### config.mk
export PLATFORM = sky130hd
export DESIGN_NAME = rtt_trace_port
export DESIGN_NICKNAME = d
export VERILOG_FILES = /design/src/rtt_pkg.sv /design/src/rtt_fifo.sv /design/src/rtt_trace_port.sv
export VERILOG_INCLUDE_DIRS = /design/src
export SDC_FILE = /design/constraint.sdc
export NUM_CORES = 1
export LEC_CHECK = 0
export BUFFER_PORTS_ARGS = -buffer_cell sky130_fd_sc_hd__buf_2
export CORE_MARGIN = 3
export CORE_UTILIZATION = 33
export DETAILED_ROUTE_END_ITERATION = 16
export HOLD_SLACK_MARGIN = 0.06
export PLACE_DENSITY = 0.56
export SLEW_MARGIN = 20
export SYNTH_ARGS = -nofsm -noshare
export SYNTH_HDL_FRONTEND = slang
export SYNTH_HIERARCHICAL = 1
export SYNTH_SLANG_ARGS = --single-unit
### constraint.sdc
create_clock -name mclk -period 3.65 [get_ports mclk]
set_input_delay 0.365 -clock mclk [delete_from_list [all_inputs] [get_ports mclk]]
set_output_delay 0.365 -clock mclk [all_outputs]
set_load 0.05 [all_outputs]
### src/rtt_regs.svh
`ifndef RTT_REGS_SVH
`define RTT_REGS_SVH

// ---------------------------------------------------------------
// status nibble encodings
// ---------------------------------------------------------------
`define RTT_ST_CONTINUE   4'h0
`define RTT_ST_BEGIN      4'h1
`define RTT_ST_RSV_A      4'h2
`define RTT_ST_USER       4'h3
`define RTT_ST_PULSE_WDD  4'h4
`define RTT_ST_BRANCH     4'h5
`define RTT_ST_RSV_B      4'h6
`define RTT_ST_EXC_RET    4'h7
`define RTT_ST_MARK_HI    2'h2
`define RTT_ST_EXCEPTION  4'hc
`define RTT_ST_EMULATOR   4'hd
`define RTT_ST_STOPPED    4'he
`define RTT_ST_HALTED     4'hf

// ---------------------------------------------------------------
// widths and sizes
// ---------------------------------------------------------------
`define RTT_NIB_W         4
`define RTT_WORD_W        32
`define RTT_FIFO_DEPTH    2
`define RTT_BCNT_W        2
`define RTT_LEFT_W        4
`define RTT_NIB_IDLE      4'h0
`define RTT_ADDR_OFF      2'h0

// ---------------------------------------------------------------
// timing
// ---------------------------------------------------------------
`define RTT_MCLK_PERIOD_NS 20
`define RTT_MCLK_PER_PCYC  2

`endif

### src/rtt_pkg.sv
package rtt_pkg;

  // ---------------------------------------------------------------
  // kind of instruction starting in a processor cycle
  // ---------------------------------------------------------------
  typedef enum logic [2:0] {
    RTT_INSTR_NORMAL,
    RTT_INSTR_BRANCH,
    RTT_INSTR_PULSE,
    RTT_INSTR_WRITE_DEBUG_DATA_INSTR,
    RTT_INSTR_EXC_RET
  } rtt_instr_t;

  // ---------------------------------------------------------------
  // serializer state
  // ---------------------------------------------------------------
  typedef enum logic {
    RTT_SER_IDLE,
    RTT_SER_SHIFT
  } rtt_ser_t;

endpackage

### src/rtt_fifo.sv
`timescale 1ns/1ps

module rtt_fifo #(
  parameter int WIDTH = 34,
  parameter int DEPTH = 2
) (
  input  wire logic             mclk,
  input  wire logic             rstn,
  input  wire logic             in_valid,
  output logic                  in_ready,
  input  wire logic [WIDTH-1:0] in_data,
  output logic                  out_valid,
  input  wire logic             out_ready,
  output logic      [WIDTH-1:0] out_data
);
  import rtt_pkg::*;

  localparam int AW = (DEPTH > 1) ? $clog2(DEPTH) : 1;

  logic [WIDTH-1:0] mem [DEPTH];
  logic [AW-1:0]    wr_ptr;
  logic [AW-1:0]    rd_ptr;
  logic [AW:0]      count;
  logic             push;
  logic             pop;

  assign in_ready  = (count != (AW+1)'(DEPTH));
  assign out_valid = (count != '0);
  assign push      = in_valid && in_ready;
  assign pop       = out_valid && out_ready;
  assign out_data  = mem[rd_ptr];

  // ---------------------------------------------------------------
  // storage
  // ---------------------------------------------------------------
  always_ff @(posedge mclk) begin
    if (push) begin
      mem[wr_ptr] <= in_data;
    end
  end

  // ---------------------------------------------------------------
  // pointers and fill level
  // ---------------------------------------------------------------
  always_ff @(posedge mclk) begin
    if (!rstn) begin
      wr_ptr <= '0;
      rd_ptr <= '0;
      count  <= '0;
    end else begin
      if (push) begin
        wr_ptr <= (wr_ptr == AW'(DEPTH-1)) ? '0 : wr_ptr + 1'b1;
      end
      if (pop) begin
        rd_ptr <= (rd_ptr == AW'(DEPTH-1)) ? '0 : rd_ptr + 1'b1;
      end
      if (push && !pop) begin
        count <= count + 1'b1;
      end else if (pop && !push) begin
        count <= count - 1'b1;
      end
    end
  end

endmodule

### src/rtt_trace_port.sv
// Overview of operation
// - two separate 4-bit outputs, one for status, one for captured data.
// - captured targets and operands pass a two-entry FIFO of 32-bit words.
// - each buffered value leaves one nibble per cycle, lowest nibble first.
// - core stalls while both FIFO entries wait and a capture is pending, and in each marker cycle; resumes when one frees.
// - later cycles of a multi-cycle instruction show status 0x0.
// - first cycle of most instructions shows 0x1; special ones use own codes.
// - status 0x3 follows an instruction that entered user mode.
// - pulse and debug-data-write show 0x4; write sends marker and operand only when capture_valid is set.
// - taken branch shows 0x5 and may capture its target address.
// - a marker on the status nibble gives the byte count of the value that follows: configured address size or operand size.
// - exception-return instruction start shows 0x7.
// - codes 0x8 to 0xB announce 1 to 4 data bytes.
// - marker appears exactly one cycle before the first data nibble.
// - ordinary exception processing holds 0xC until done.
// - emulator-mode entry holds 0xD until that processing completes.
// - after stop, 0xE holds until an interrupt ends the stop.
// - while halted, 0xF holds until restart or reset.
// - status nibble updates every processor cycle.
// - sample clock stays idle until first 0xC, 0xD or 0xF status.
// - full FIFO with pending capture stalls the pipeline showing 0x0.
// - multi-byte values go out least significant byte first.
`timescale 1ns/1ps
`include "rtt_regs.svh"

module rtt_trace_port #(
  parameter int DEPTH = `RTT_FIFO_DEPTH
) (
  input  wire logic                       mclk,
  input  wire logic                       rstn,
  input  wire logic                       instr_start,
  input  wire rtt_pkg::rtt_instr_t        instr_kind,
  input  wire logic                       user_mode_entry,
  input  wire logic                       exc_active,
  input  wire logic                       emu_active,
  input  wire logic                       stopped,
  input  wire logic                       halted,
  input  wire logic                       capture_valid,
  input  wire logic [`RTT_WORD_W-1:0]     capture_data,
  input  wire logic [`RTT_BCNT_W-1:0]     operand_bytes_m1,
  input  wire logic [`RTT_BCNT_W-1:0]     addr_bytes_cfg,
  output logic      [`RTT_NIB_W-1:0]      processor_status_bus,
  output logic      [`RTT_NIB_W-1:0]      debug_data_bus,
  output logic                            status_sample_clock,
  output logic                            core_stall,
  output logic                            cycle_tick
);
  import rtt_pkg::*;

  localparam int FW = `RTT_WORD_W + `RTT_BCNT_W;

  // ---------------------------------------------------------------
  // declarations
  // ---------------------------------------------------------------
  logic                    phase;
  logic                    started;
  logic                    mode_hold;
  logic                    cap_req;
  logic                    cap_stall;
  logic                    load_ok;
  logic                    ser_last;
  logic [`RTT_BCNT_W-1:0]  cap_bytes_m1;
  logic [`RTT_NIB_W-1:0]   core_code;
  logic [`RTT_NIB_W-1:0]   next_status;
  logic                    next_started;
  rtt_ser_t                ser_state;
  logic [`RTT_WORD_W-1:0]  shreg;
  logic [`RTT_LEFT_W-1:0]  left;
  logic [`RTT_LEFT_W-1:0]  fill_seen;
  logic                    fifo_in_valid;
  logic                    fifo_in_ready;
  logic [FW-1:0]           fifo_in_data;
  logic                    fifo_out_valid;
  logic                    fifo_out_ready;
  logic [FW-1:0]           fifo_out_data;
  logic [`RTT_BCNT_W-1:0]  head_bytes_m1;
  logic [`RTT_WORD_W-1:0]  head_word;

  // ---------------------------------------------------------------
  // processor cycle divider
  // ---------------------------------------------------------------
  // one processor cycle is two mclk periods; outputs move on the tick
  always_ff @(posedge mclk) begin
    if (!rstn) begin
      phase <= 1'b0;
    end else begin
      phase <= ~phase;
    end
  end

  assign cycle_tick = phase;

  // ---------------------------------------------------------------
  // capture request and stall
  // ---------------------------------------------------------------
  assign mode_hold = halted || emu_active || exc_active || stopped;

  always_comb begin
    cap_req      = 1'b0;
    cap_bytes_m1 = operand_bytes_m1;
    if (instr_start && capture_valid && !mode_hold) begin
      if (instr_kind == RTT_INSTR_WRITE_DEBUG_DATA_INSTR) begin
        cap_req      = 1'b1;
        cap_bytes_m1 = operand_bytes_m1;
      end else if (instr_kind == RTT_INSTR_BRANCH && addr_bytes_cfg != `RTT_ADDR_OFF) begin
        cap_req      = 1'b1;
        cap_bytes_m1 = addr_bytes_cfg;
      end
    end
  end

  assign head_word     = fifo_out_data[`RTT_WORD_W-1:0];
  assign head_bytes_m1 = fifo_out_data[FW-1:`RTT_WORD_W];
  assign ser_last      = (ser_state == RTT_SER_IDLE) || (left == `RTT_LEFT_W'(1));
  assign load_ok       = ser_last && fifo_out_valid && !mode_hold;
  assign cap_stall     = cap_req && !fifo_in_ready && !load_ok;
  assign core_stall    = load_ok || cap_stall;

  assign fifo_in_valid  = phase && cap_req && !load_ok;
  assign fifo_in_data   = {cap_bytes_m1, capture_data};
  assign fifo_out_ready = phase && ser_last && !mode_hold;

  rtt_fifo #(
    .WIDTH (FW),
    .DEPTH (DEPTH)
  ) u_fifo (
    .mclk      (mclk),
    .rstn      (rstn),
    .in_valid  (fifo_in_valid),
    .in_ready  (fifo_in_ready),
    .in_data   (fifo_in_data),
    .out_valid (fifo_out_valid),
    .out_ready (fifo_out_ready),
    .out_data  (fifo_out_data)
  );

  // ---------------------------------------------------------------
  // status code from the core's state
  // ---------------------------------------------------------------
  always_comb begin
    core_code = `RTT_ST_CONTINUE;
    if (halted) begin
      core_code = `RTT_ST_HALTED;
    end else if (emu_active) begin
      core_code = `RTT_ST_EMULATOR;
    end else if (exc_active) begin
      core_code = `RTT_ST_EXCEPTION;
    end else if (stopped) begin
      core_code = `RTT_ST_STOPPED;
    end else if (cap_stall) begin
      core_code = `RTT_ST_CONTINUE;
    end else if (instr_start) begin
      unique case (instr_kind)
        RTT_INSTR_NORMAL:  core_code = `RTT_ST_BEGIN;
        RTT_INSTR_BRANCH:  core_code = `RTT_ST_BRANCH;
        RTT_INSTR_PULSE:   core_code = `RTT_ST_PULSE_WDD;
        RTT_INSTR_WRITE_DEBUG_DATA_INSTR:  core_code = `RTT_ST_PULSE_WDD;
        RTT_INSTR_EXC_RET: core_code = `RTT_ST_EXC_RET;
        default:           core_code = `RTT_ST_BEGIN;
      endcase
    end else if (user_mode_entry) begin
      core_code = `RTT_ST_USER;
    end
  end

  // marker takes the cycle, the core is held off meanwhile
  assign next_status = load_ok ? {`RTT_ST_MARK_HI, head_bytes_m1} : core_code;

  // ---------------------------------------------------------------
  // status nibble register
  // ---------------------------------------------------------------
  always_ff @(posedge mclk) begin
    if (!rstn) begin
      processor_status_bus <= `RTT_ST_CONTINUE;
    end else if (phase) begin
      processor_status_bus <= next_status;
    end
  end

  // ---------------------------------------------------------------
  // data serializer
  // ---------------------------------------------------------------
  always_ff @(posedge mclk) begin
    if (!rstn) begin
      ser_state      <= RTT_SER_IDLE;
      shreg          <= '0;
      left           <= '0;
      debug_data_bus <= `RTT_NIB_IDLE;
    end else if (phase) begin
      if (ser_state == RTT_SER_SHIFT) begin
        debug_data_bus <= shreg[`RTT_NIB_W-1:0];
        shreg          <= shreg >> `RTT_NIB_W;
        left           <= left - 1'b1;
      end else begin
        debug_data_bus <= `RTT_NIB_IDLE;
      end
      if (load_ok) begin
        shreg     <= head_word;
        left      <= {1'b0, head_bytes_m1, 1'b0} + `RTT_LEFT_W'(2);
        ser_state <= RTT_SER_SHIFT;
      end else if (ser_state == RTT_SER_SHIFT && left == `RTT_LEFT_W'(1)) begin
        ser_state <= RTT_SER_IDLE;
      end
    end
  end

  // ---------------------------------------------------------------
  // sample clock
  // ---------------------------------------------------------------
  assign next_started = started || (phase && (next_status == `RTT_ST_EXCEPTION ||
                                              next_status == `RTT_ST_EMULATOR ||
                                              next_status == `RTT_ST_HALTED));

  always_ff @(posedge mclk) begin
    if (!rstn) begin
      started <= 1'b0;
    end else begin
      started <= next_started;
    end
  end

  // rises mid-way between two status updates
  always_ff @(posedge mclk) begin
    if (!rstn) begin
      status_sample_clock <= 1'b0;
    end else begin
      status_sample_clock <= started && !phase;
    end
  end

  // ---------------------------------------------------------------
  // assertions
  // ---------------------------------------------------------------
  // fill level counted apart from the fifo's own flags
  always_ff @(posedge mclk) begin
    if (!rstn) begin
      fill_seen <= '0;
    end else begin
      fill_seen <= fill_seen + `RTT_LEFT_W'(fifo_in_valid && fifo_in_ready)
                             - `RTT_LEFT_W'(fifo_out_valid && fifo_out_ready);
    end
  end
endmodule

## Word level (Yosys, flattened, before mapping)

Memories as Yosys holds them, arrays and structs flattened. A register that Yosys moved wholly into a read port is not among the register bits.
Cells that the tools add are included.

| storage, ports and cells | value |
|---|---|
| memories kept | 1 |
| output and inout bits | 11 |
| bits of input ports | 48 |
| RAM bits | 68 |
| register bits | 52 |
| word-level logic and storage cells | 99 |

Memories:

| name | words | width | rd ports | clocked after memory_dff | wr ports | line | RTL |
|---|---|---|---|---|---|---|---|
| u_fifo.mem | 2 | 34 | 1 | 1 | 1 | rtt_fifo.sv:20 | `logic [WIDTH-1:0] mem [DEPTH];` |

| operators by class | value |
|---|---|
| muxes and demuxes | 30 |
| eq/ne operators | 9 |
| reduce and logical (&&, ||, !) cells | 40 |
| $add $sub $neg | 6 |
| bitwise gates (word level) | 2 |

Operator list:

| cell | number |
|---|---|
| $mux W32 | 2 |
| $mux W4 | 10 |
| $logic_and A1 B1 Y1 | 18 |
| $eq A4 B4 Y1 const B | 3 |
| $mux W2 | 6 |
| $mux W1 | 11 |
| $reduce_bool A2 Y1 | 5 |
| $pmux W3 S3 | 1 |
| $logic_or A1 B1 Y1 | 8 |
| $eq A3 B2 Y1 const B | 2 |
| $logic_not A1 Y1 | 6 |
| $add A3 B2 Y4 const B | 1 |
| $eq A4 B1 Y1 const B | 1 |
| $reduce_and A2 Y1 | 2 |
| $sub A4 B1 Y4 const B | 1 |
| $eq A3 B1 Y1 const B | 1 |
| $eq A3 B3 Y1 const B | 1 |
| $add A1 B1 Y1 const B | 2 |
| $add A2 B1 Y2 const B | 1 |
| $ne A2 B2 Y1 const B | 1 |
| $not A1 Y1 | 2 |
| $reduce_or A2 Y1 | 1 |
| $sub A2 B1 Y2 const B | 1 |

## Logic depth before layout (Yosys ltp)

Gate-level depths: netlist of the first run.

| depth | value |
|---|---|
| word-level depth | 19 |
| depth in mapped cells | 10 |
| mapped depth without buffers | 10 |

## Hierarchy

Netlist of the first run, hierarchy kept.

By module, submodules not included:

| module | area an instance (um^2) | seq. area each (um^2) | times used | cells each |
|---|---|---|---|---|
| rtt_fifo | 2692.6 | 2142.1 | 1 | 130 |
| rtt_trace_port | 2233.4 | 960.9 | 1 | 291 |

## Worst setup path after synthesis of the first run

No wires, ideal clock.

| timing | value |
|---|---|
| path kind | input-to-reg |
| start point | in halted |
| end point | mem u_fifo.mem[1][0] (enable) |
| stages on the path | 5 |
| buffers on the path | 1 |
| slack | 0.798 ns |
| library setup time | 0.394 ns |
| data required time | 3.256 ns |
| data arrival time | 2.458 ns |
| path through | or4_1 > buf_2 > nor2_1 > nor4b_1 > and3_1 |

| on the way | value |
|---|---|
| longest elaborated chain between the ends | 11 |
| elaborated cells between the ends (all ways) | 13 |
| those cells by class | 3 x mux; 10 x reduce/logical |

Ends and longest elaborated chain:

| item | line | RTL |
|---|---|---|
| start: declaration | rtt_trace_port.sv:37 | `input wire logic halted,` |
| $logic_or A1 B1 Y1 (*) (3 in series) | rtt_trace_port.sv:96 | `assign mode_hold = halted \|\| emu_active \|\| exc_active \|\| stopped;` |
| $logic_not A1 Y1 (*) | rtt_trace_port.sv:101, rtt_trace_port.sv:115 |  |
| $logic_and A1 B1 Y1 | rtt_trace_port.sv:101 | `if (instr_start && capture_valid && !mode_hold) begin` |
| $mux W1 | rtt_trace_port.sv:101 |  |
| $logic_and A1 B1 Y1 | rtt_trace_port.sv:119 | `assign fifo_in_valid = phase && cap_req && !load_ok;` |
| $logic_and A1 B1 Y1 (*) | rtt_trace_port.sv:119 |  |
| net fifo_in_valid | rtt_trace_port.sv:70 | `logic fifo_in_valid;` |
| $logic_and A1 B1 Y1 (*) | rtt_fifo.sv:29 | `assign push = in_valid && in_ready;` |
| $mux W1 (*) | rtt_fifo.sv:37 | `if (push) begin` |
| $mux W1 (not written as such) (*) | rtt_fifo.sv:38 | `mem[wr_ptr] <= in_data;` |
| end: declaration | rtt_fifo.sv:20 |  |

The timed path passes the listed nets; every way through them passes the cells marked *.

## Worst setup path after layout of the first run

| timing | value |
|---|---|
| start point | reg left[1] |
| end point | reg u_fifo.count[1] |

| on the way | value |
|---|---|
| longest elaborated chain between the ends | 10 |
| elaborated cells between the ends (all ways) | 16 |
| those cells by class | 1 x eq/ne; 1 x mux; 14 x reduce/logical |

Ends and longest elaborated chain:

| item | line | RTL |
|---|---|---|
| start: declaration | rtt_trace_port.sv:68 | `` logic [`RTT_LEFT_W-1:0] left; `` |
| start signal: assignment | rtt_trace_port.sv:193 | `left <= left - 1'b1;` |
| start signal: assignment | rtt_trace_port.sv:199 | `` left <= {1'b0, head_bytes_m1, 1'b0} + `RTT_LEFT_W'(2); `` |
| $eq A4 B1 Y1 (*) | rtt_trace_port.sv:114 | `` assign ser_last = (ser_state == RTT_SER_IDLE) \|\| (left == `RTT_LEFT_W'(1)); `` |
| $logic_or A1 B1 Y1 (*) | rtt_trace_port.sv:114 |  |
| $logic_and A1 B1 Y1 (*) (2 in series) | rtt_trace_port.sv:115 | `assign load_ok = ser_last && fifo_out_valid && !mode_hold;` |
| $logic_not A1 Y1 (*) | rtt_trace_port.sv:119 |  |
| $logic_and A1 B1 Y1 (*) | rtt_trace_port.sv:119 |  |
| net fifo_in_valid | rtt_trace_port.sv:70 |  |
| $logic_and A1 B1 Y1 (*) | rtt_fifo.sv:29 |  |
| net u_fifo.push | rtt_fifo.sv:24 | `logic push;` |
| $logic_not A1 Y1 | rtt_fifo.sv:59 | `end else if (pop && !push) begin` |
| $logic_and A1 B1 Y1 | rtt_fifo.sv:59 |  |
| $reduce_bool A2 Y1 (no source line) | -- |  |
| end signal: assignment | rtt_fifo.sv:58 | `count <= count + 1'b1;` |
| end signal: assignment | rtt_fifo.sv:60 | `count <= count - 1'b1;` |
| end: declaration | rtt_fifo.sv:23 | `logic [AW:0] count;` |

Marked as above.
A chain may end at the register's enable or synchronous reset.

==> flow_summary.yaml, run 1 <==
outcome:
  outcome: "complete, no violations"
pwr:
  leakage_uw: 0.00206
  p_sw_uw: 600
  p_per_area_nw_per_um2: 512
  p_int_uw: 2430
  peakVddDrop_v: 0.000317
  p_clk_share_pct: 49.0
  switching_share_pct: 19.8
  total_power_uw: 3030
  combPwrFrac_pct: 3.2
  seq_power_share_pct: 47.8
cts:
  cts_tree: "done"
  post_cts_buffers: 0
  clock_latency_ps: 410
  cts-resized-gates: 0
  cts_buffers: 17
  clk_pin_slew_worst_paths_ps: 50
  cts_sinks: 121
  ctsRootBufferMaster: "clkbuf_16"
  cts-hold-fix-buffers: 0
  cts.path.max_buffers: 2
  h-tree-depth: 4
final_layout:
  fin_cells: 676
  diodes: 0
  nets: 531
  area_growth_pct: 20.1
  drive_gt1_share_pct: 26.6
sta:
  setup_viol: 0
  rsz0062_at_grt: "no"
  slew-limit-headroom_pct: 40.7
  timing.fmax_mhz: 382
  hold_violations: 0
  fin_crit_sh_pct: 71.7
  slew_violations: 0
  worst_slew_pin_slew_ps: 890
  fin_crit_ps: 2620
  skew_ps: 6.52
  finalSetupTns_ps: 0
route:
  ant_nets: 0
  dr.pass1.iters: 4
  routedWlPerCell_um: 15.1
  first_iter_violations: 176
  route.detailed.drc: 0
  num_vias: 3335
  drt-vias-per-instance: 4.93
  wirelength_um: 10200
synthesis:
  synth_nets: 473
  ys_types: 45
  synth_cells: 421
  synthFlopType: "edfxtp_1"
  ys_warn_count: 6
  syn_area_um2: 4930
  synth_edf_count: 68
  synthArstFlopShare_pct: 0
  ys_seq_elements: 121
  seq_area_frac_synth_pct: 63.0
  syn_area_per_cell_um2: 11.7
worst_setup_path:
  path_cells: "inv_1 > ha_1 > or3b_1 > a21boi_1 > nor4b_1 > and2_1 > ha_1 > or3_1 > a21boi_1"
  cp.depth: 9
  critPathSlowestCell: "nor4b_1"
  endpoint_kind: "register"
  critical_path_buf_inv_count: 1
  crit_family: "simple AND/OR/NAND/NOR gates"
  path_class: "register to register"
  path_max_fanout: 4
  worst_setup_path_start_kind: "register"
  max_stage_delay_ps: 630
  worstPathArrival_ps: 2950
  required_ps: 3990
  r2r_cells: 9
run:
  maxCapViolations: 0
place:
  placedCellCount: 644
  gp_congestion: 0.789
  port_buffers: 58
  dp_hpwl_um: 6450
die:
  row_count: 44
  fp.dieW_um: 128
  core-area_um2: 14600
  die_h_um: 128
  die-area_um2: 16400
  io_pins: 59
  start_util_pct: 33.8
global_routing:
  grt_pass1_vias: 3410
  grtUsageTotal_pct: 13.6
  antenna_found_initial: 0
  grt_overflow_total: 0
  grt_max_degree: 55
  grt_pass1_wl_um: 17300
min_path:
  holdPathStages: 1
  hp-class: "input port to register"
[power groups by stage]
stage          Clock, uW  Sequential (uW)  Combinational [uW]
2_1_floorplan          0             1490                29.5
3_3_place_gp           0             1480                94.7
3_5_place_dp           0             1480                96.6
4_1_cts             1520             1450                96.9
5_1_grt             1590             1450                 105
6_report            1490             1450                95.6
[path summary, 6_finish.rpt]
| path | endpoint | startpoint | slack, ps |
|---|---|---|---|
| worst min-delay path | u_fifo/mem[0][18]$_DFFE_PP_ | capture_data[18] | 140 |
| worst min register to register | debug_data_bus[0]$_SDFFE_PN0P_ | debug_data_bus[0]$_SDFFE_PN0P_ | 470 |
| worst max-delay path | u_fifo/count[1]$_SDFFE_PN0P_ | left[1]$_SDFFE_PN0P_ | 1030 |
| worst max register to register | u_fifo/count[1]$_SDFFE_PN0P_ | left[1]$_SDFFE_PN0P_ | 1030 |
[worst register-to-register path: cells and delay by family, from the launching register on]
kind                       cells  cell delay [ps]
and+or+nand+nor                4             1430
AOI/OAI and AO/OA              2              260
buffers and inverters          1               70
adders and majority gates      2              440
DFF                            1              340
[placed cells by master, fill, tap and decap left out, types with 5 or more instances in the layout]
master and count:
nand2_1 76, nand3_1 7, edfxtp_1 68, buf_2 58, and2_1 6, clkbuf_8 5, o21ai_1 31, o21ai_0 5
clkbuf_1 6, a21oi_1 6, a31oi_1 31, inv_1 6, nor2_1 8, mux2_2 34, nor2b_1 7, a21boi_0 5
dfxtp_1 53, buf_4 7, clkbuf_16 17
[logic make-up after synthesis]
group	synth area share, %
compound gates	12.3
xor+xnor	0.711
fa+ha+maj	1.02
buf+inv	2.92
flops	63.0
mux	7.77
simple gates	12.3
[metal layers]
layer,vias up,part of all wire [%],GRT usage [%]
met4,0,2.0,6.12
li1,1661,-,-
met1,1599,49,17.7
met3,15,3.8,3.96
met5,-,0,0
met2,60,45,20.9
[sequential cells by signal, indices dropped and copies added (netlist names), named ones only]
| name | count |
|---|---|
| u_fifo/rd_ptr | 1 |
| processor_status_bus | 4 |
| u_fifo/mem | 68 |
| u_fifo/wr_ptr | 1 |
| debug_data_bus | 4 |
| u_fifo/count | 2 |
| started | 1 |
| left | 4 |
| shreg | 32 |
| cycle_tick | 1 |
| status_sample_clock | 1 |
| ser_state | 1 |
[synthesized netlist by cell type, types with 4 or more instances]
cell type  count  area, um2
mux2_2        34        383
a31oi_1       31        194
nor2_1         8       30.0
buf_2         10       50.1
a21oi_1        6       30.0
inv_1          6       22.5
o21ai_1       31        155
a21boi_0       5       37.5
edfxtp_1      68       2040
a32oi_1        4       35.0
clkbuf_1      14       52.6
nand3_1        7       35.0
dfxtp_1       53       1060
a21boi_1       4       30.0
nand2_1       76        285
and2_1         6       37.5
nor2b_1        7       43.8
o21ai_0        5       25.0
ha_1           4       50.1
nor3_1         4       20.0
[through the flow]
step,util [%],hold slack (ps),setup WS [ps],area (um2)
floorplan,-,440,798,4930
global placement,36.9,454,813,5380
detailed placement,36.9,466,746,5380
CTS,40.6,123,1070,5920
global route,40.6,125,830,5920
finish,40.6,141,1030,5920
[layout make-up]
cell class | instances | area, um2
fill | 1406 | 8670
clock inverter | 4 | 17.5
tap | 184 | 230
inverter | 7 | 26.3
sequential | 121 | 3100
multi-input combinational | 267 | 1680
timing repair buffer | 65 | 343
clock buffer | 28 | 517
Note: power is estimated with default switching activity, not from simulation.
==> run 2: changes to the inputs <==
--- a/config.mk
+++ b/config.mk
@@ -11,7 +11,7 @@
 export CORE_UTILIZATION = 33
 export DETAILED_ROUTE_END_ITERATION = 16
 export HOLD_SLACK_MARGIN = 0.06
-export PLACE_DENSITY = 0.56
+export PLACE_DENSITY = 0.58
 export SLEW_MARGIN = 20
 export SYNTH_ARGS = -nofsm -noshare
 export SYNTH_HDL_FRONTEND = slang
==> constraint.sdc (replaced) <==
create_clock -name mclk -period 2.1 [get_ports mclk]
set_input_delay 0.21 -clock mclk [delete_from_list [all_inputs] [get_ports mclk]]
set_output_delay 0.21 -clock mclk [all_outputs]
set_load 0.05 [all_outputs]
==> flow_summary.yaml, run 2 (synthesis results as in run 1) <==
pwr:
  p_sw_uw: 1180
  total_power_uw: 5470
  peakVddDrop_v: 0.000593
  p_int_uw: 4290
  combPwrFrac_pct: 4.3
  seq_power_share_pct: 46.0
  p_clk_share_pct: 49.8
  switching_share_pct: 21.5
  leakage_uw: 0.00239
  p_per_area_nw_per_um2: 814
die:
  die-area_um2: 16400
  row_count: 44
  die_h_um: 128
  core-area_um2: 14600
  io_pins: 59
  fp.dieW_um: 128
  start_util_pct: 33.8
sta:
  worst_slew_pin_slew_ps: 692
  setup_ws_ps: -25.5
  setup_viol: 17
  rsz0062_at_grt: "yes"
  hold_violations: 0
  fin_crit_ps: 2130
  fin_crit_sh_pct: 101
  skew_ps: 6.81
  slew-limit-headroom_pct: 53.5
  slew_violations: 0
  timing.fmax_mhz: 470
global_routing:
  grt_max_degree: 59
  grtUsageMet3_pct: 4.25
  grt.met2_usage_pct: 22.6
  top_usage_layer: "met2"
  antenna_found_initial: 0
  grtUsageTotal_pct: 14.0
  grt_overflow_total: 0
  grtUsageMet1_pct: 17.7
  grt_pass1_vias: 3726
  grt_pass1_wl_um: 17900
worst_setup_path:
  path_class: "register to register"
  worstPathArrival_ps: 2470
  worst_setup_path_start_kind: "register"
  path_max_fanout: 3
  crit_family: "simple AND/OR/NAND/NOR gates"
  path_cells: "inv_2 > ha_4 > or3b_4 > a21boi_4 > nor4b_4 > and2_4 > ha_4 > xor2_2 > or3_1 > a21boi_1"
  critical_path_buf_inv_count: 1
  cp_common_cell: "ha_4"
  endpoint_kind: "register"
  required_ps: 2440
  critPathSlowestCell: "or3b_4"
  max_stage_delay_ps: 400
final_layout:
  drive_gt1_share_pct: 32.8
  largest_reg_flops: 68
  regMostFlops: "u_fifo/mem"
  area_growth_pct: 36.5
  diodes: 0
  final_cell_mix: "76 x nand2_1, 68 x edfxtp_1, 57 x buf_2, 50 x dfxtp_1, 34 x mux2_2"
  reg.largest.list: "u_fifo/mem (68), shreg (32)"
  nets: 591
  mostFrequentLayoutCell: "nand2_1"
route:
  drt-vias-per-instance: 4.86
  num_vias: 3576
  ant_nets: 0
  routedWlPerCell_um: 14.9
  dr.pass1.iters: 4
  wirelength_um: 11000
  route.detailed.drc: 0
  first_iter_violations: 208
place:
  dp_hpwl_um: 7030
  dp_worst_setup_slack_ps: -169
  port_buffers: 58
  gp_congestion: 0.833
min_path:
  hp-class: "input port to register"
outcome:
  violations: "setup timing"
  outcome: "finished, violations left"
cts:
  h-tree-depth: 4
  clock_latency_ps: 410
  cts_buffers: 17
  cts_sinks: 121
  ctsRootBufferMaster: "clkbuf_16"
  cts_tree: "done"
  clk_pin_slew_worst_paths_ps: 50
  cts.path.max_buffers: 2
run:
  maxCapViolations: 0
[run 2: cell count changes in the layout (fill, tap and decap cells not counted), sizes merged]
| cell | before | now |
|---|---|---|
| dlygate4sd3 | 0 | 32 |
| bufinv | 0 | 1 |
| clkbuf | 28 | 22 |
| clkinv | 4 | 8 |
| inv | 7 | 9 |
| buf | 65 | 90 |
| clkinvlp | 0 | 2 |
[run 2: timing repair]
action | in CTS | in global routing
setup buffers | 1 | 4
gates cloned | 0 | 3
endpoints found under the setup margin | 31 | 36
hold buffers | 32 | 0
endpoints found under the hold margin | 64 | 0
gates resized for setup | 3 | 6
pin swaps | 3 | 1
[run 2: layer usage]
layer / vias up / routed length [um]
met5: - / 0
met4: 0 / 150
met2: 81 / 5260
met1: 1688 / 5140
met3: 14 / 445
li1: 1793 / -
[run 2: final cells by class]
| type | instances | area (um2) |
|---|---|---|
| inverters | 7 | 30.0 |
| flip-flops and latches | 121 | 3110 |
| repair buffers | 125 | 1030 |
| clock buffers | 19 | 443 |
| fillers | 1313 | 7870 |
| multi-input cells | 267 | 1760 |
| clock inverters | 13 | 123 |
| well taps | 184 | 230 |
[run 2: through the flow]
stage	hold WS [ps]	utilization, %	area, um2	TNS (ps)	std cells
after floorplan	309	-	5000	-1680	421
after global placement	397	39.0	5690	-3410	664
after detailed placement	401	39.0	5690	-4830	664
after CTS	172	45.2	6590	-71.0	729
after global routing	171	46.1	6720	-4780	736
final	170	46.1	6720	-213	736
[run 2: worst min-delay path, delay by kind of cell]
kind,cells,cell delay (ps)
and+or+nand+nor,2,150
buffers and inverters,1,90
[run 2: final timing paths]
check,start,endpoint,slack [ps],cells after the start
worst max register to register,left[1]$_SDFFE_PN0P_,u_fifo/count[1]$_SDFFE_PN0P_,-30,10
worst min register to register,debug_data_bus[0]$_SDFFE_PN0P_,debug_data_bus[0]$_SDFFE_PN0P_,470,2
worst min-delay path,operand_bytes_m1[1],u_fifo/mem[0][33]$_DFFE_PP_,170,3
worst max-delay path,left[1]$_SDFFE_PN0P_,u_fifo/count[1]$_SDFFE_PN0P_,-30,10
[run 2: power groups by stage]
| stage | clock [uW] | sequential, uW | combinational, uW |
|---|---|---|---|
| 6_report | 2720 | 2520 | 233 |
| 2_1_floorplan | 0 | 2590 | 53.8 |
| 3_3_place_gp | 0 | 2560 | 185 |
| 3_5_place_dp | 0 | 2560 | 187 |
| 5_1_grt | 2890 | 2510 | 254 |
| 4_1_cts | 2790 | 2510 | 234 |
==> run 3: changes to the inputs <==
--- a/config.mk
+++ b/config.mk
@@ -12,6 +12,7 @@
 export DETAILED_ROUTE_END_ITERATION = 16
 export HOLD_SLACK_MARGIN = 0.06
 export PLACE_DENSITY = 0.58
+export RECOVER_POWER = 50
 export SLEW_MARGIN = 20
 export SYNTH_ARGS = -nofsm -noshare
 export SYNTH_HDL_FRONTEND = slang
==> flow_summary.yaml, run 3 (synthesis results as in run 1) <==
outcome:
  outcome: "finished, violations left"
  violations: "setup timing"
worst_setup_path:
  endpoint_kind: "register"
  crit_family: "simple AND/OR/NAND/NOR gates"
  cp_common_cell: "ha_4"
  worst_setup_path_start_kind: "register"
  path_max_fanout: 3
  cp.depth: 10
  worstPathArrival_ps: 2470
  crit_start: "left[1]$_SDFFE_PN0P_"
  path_class: "register to register"
  required_ps: 2440
  r2r_slack_ps: -30
  critical_path_buf_inv_count: 1
  r2r_cells: 10
  max_stage_delay_ps: 400
  worstReg2RegEnd: "u_fifo/count[1]$_SDFFE_PN0P_"
  r2r_start: "left[1]$_SDFFE_PN0P_"
  critPathSlowestCell: "or3b_4"
  path_cells: "inv_2 > ha_4 > or3b_4 > a21boi_4 > nor4b_4 > and2_4 > ha_4 > xor2_2 > or3_1 > a21boi_1"
final_layout:
  regMostFlops: "u_fifo/mem"
  final_core_util_pct: 45.8
  largest_reg_flops: 68
  drive_gt1_share_pct: 28.3
  fin_cells: 736
  fillCellCount: 1331
  mostFrequentLayoutCell: "nand2_1"
  reg.largest.list: "u_fifo/mem (68), shreg (32)"
  area_growth_pct: 35.8
  diodes: 0
  nets: 591
  final_cell_mix: "76 x nand2_1, 68 x edfxtp_1, 50 x dfxtp_1, 34 x mux2_2, 33 x buf_2"
route:
  ant_nets: 0
  wirelength_um: 11000
  dr.pass1.iters: 4
  first_iter_violations: 198
  routedWlPerCell_um: 14.9
  route.detailed.drc: 0
  drt-vias-per-instance: 4.85
  num_vias: 3568
cts:
  clk_pin_slew_worst_paths_ps: 50
  clock_latency_ps: 410
  ctsRootBufferMaster: "clkbuf_16"
  cts_sinks: 121
  h-tree-depth: 4
  cts_tree: "done"
  cts_buffers: 17
  cts.path.max_buffers: 2
global_routing:
  grtUsageMet1_pct: 17.7
  antenna_found_initial: 0
  grt.met2_usage_pct: 22.6
  grt_pass1_vias: 3726
  grt_pass1_wl_um: 17900
  grt_overflow_total: 0
  grtUsageMet3_pct: 4.25
  grtUsageTotal_pct: 14.0
  top_usage_layer: "met2"
  grt_max_degree: 59
die:
  die-area_um2: 16400
  die_h_um: 128
  io_pins: 59
  core-area_um2: 14600
  fp.dieW_um: 128
  start_util_pct: 33.8
  row_count: 44
run:
  maxCapViolations: 0
sta:
  hold_violations: 0
  timing.fmax_mhz: 469
  worst_slew_pin_slew_ps: 680
  slew-limit-headroom_pct: 54.4
  rsz0062_at_grt: "yes"
  fin_crit_sh_pct: 101
  setup_ws_ps: -30.0
  finalSetupTns_ps: -211
  setup_viol: 17
  slew_violations: 0
  fin_crit_ps: 2130
  skew_ps: 7.31
min_path:
  holdPathStages: 3
  hold_start: "operand_bytes_m1[1]"
  hp-class: "input port to register"
  min_to: "u_fifo/mem[0][33]$_DFFE_PP_"
place:
  port_buffers: 58
  placedCellCount: 664
  gp_congestion: 0.833
  dp_worst_setup_slack_ps: -169
  dp_hpwl_um: 7030
pwr:
  peakVddDrop_v: 0.000591
  leakage_uw: 0.00232
  total_power_uw: 5460
  p_per_area_nw_per_um2: 816
==> run 3: cell types whose count changed in the layout (fill, tap and decap cells not counted) <==
cell      previous run  this run
buf_2               57        33
buf_4               22        21
clkbuf_1             1        26
==> run 3: report_power, final <==
| group | leakage (uW) | switching (uW) | total, uW | internal (uW) |
|---|---|---|---|---|
| Clock | 0.000278 | 1050 | 2720 | 1670 |
| Sequential | 0.00104 | 5.69 | 2510 | 2510 |
| Combinational | 0.00100 | 119 | 226 | 107 |
==> run 3: what timing repair did <==
action,4_1_cts,5_1_grt
pin swaps,3,1
gates resized for setup,3,6
setup endpoints to repair,31,36
hold buffers,32,0
cloned,0,3
buffers inserted,1,4
endpoints found under the hold margin,64,0
==> run 3: tightest hold or removal path, delay by kind of cell <==
kind	cells	cell delay, ps
simple gates	2	150
buf+inv	1	90
==> run 3: worst max path at each step <==
stage / endpoint / slack [ps]
2_1_floorplan: u_fifo/mem[0][0]$_DFFE_PP_ / -50
3_3_place_gp: u_fifo/count[1]$_SDFFE_PN0P_ / -100
3_5_place_dp: u_fifo/count[1]$_SDFFE_PN0P_ / -170
4_1_cts: u_fifo/count[1]$_SDFFE_PN0P_ / -70
5_1_grt: u_fifo/mem[0][2]$_DFFE_PP_ / -130
6_report: u_fifo/count[1]$_SDFFE_PN0P_ / -30
==> run 3: final cells by class <==
cell class	instances	area, um2	area share, %
timing repair buffer	125	997	14.9
sequential	121	3110	46.5
clock buffer	19	443	6.62
inverter	7	30.0	0.449
tap	184	230	3.44
clock inverter	13	123	1.83
multi-input combinational	267	1760	26.3
==> run 3: layer usage <==
metal	vias up	part of all wire, %
met2	75	48
met5	-	0
li1	1791	-
met3	16	4.0
met1	1686	47
met4	0	1.4
==> run 3: per-stage QoR <==
stage / area, um2 / hold slack [ps]
after floorplan: 5000 / 309
after detailed placement: 5690 / 401
after CTS: 6590 / 172
after global routing: 6690 / 171
after global placement: 5690 / 397
final: 6690 / 170
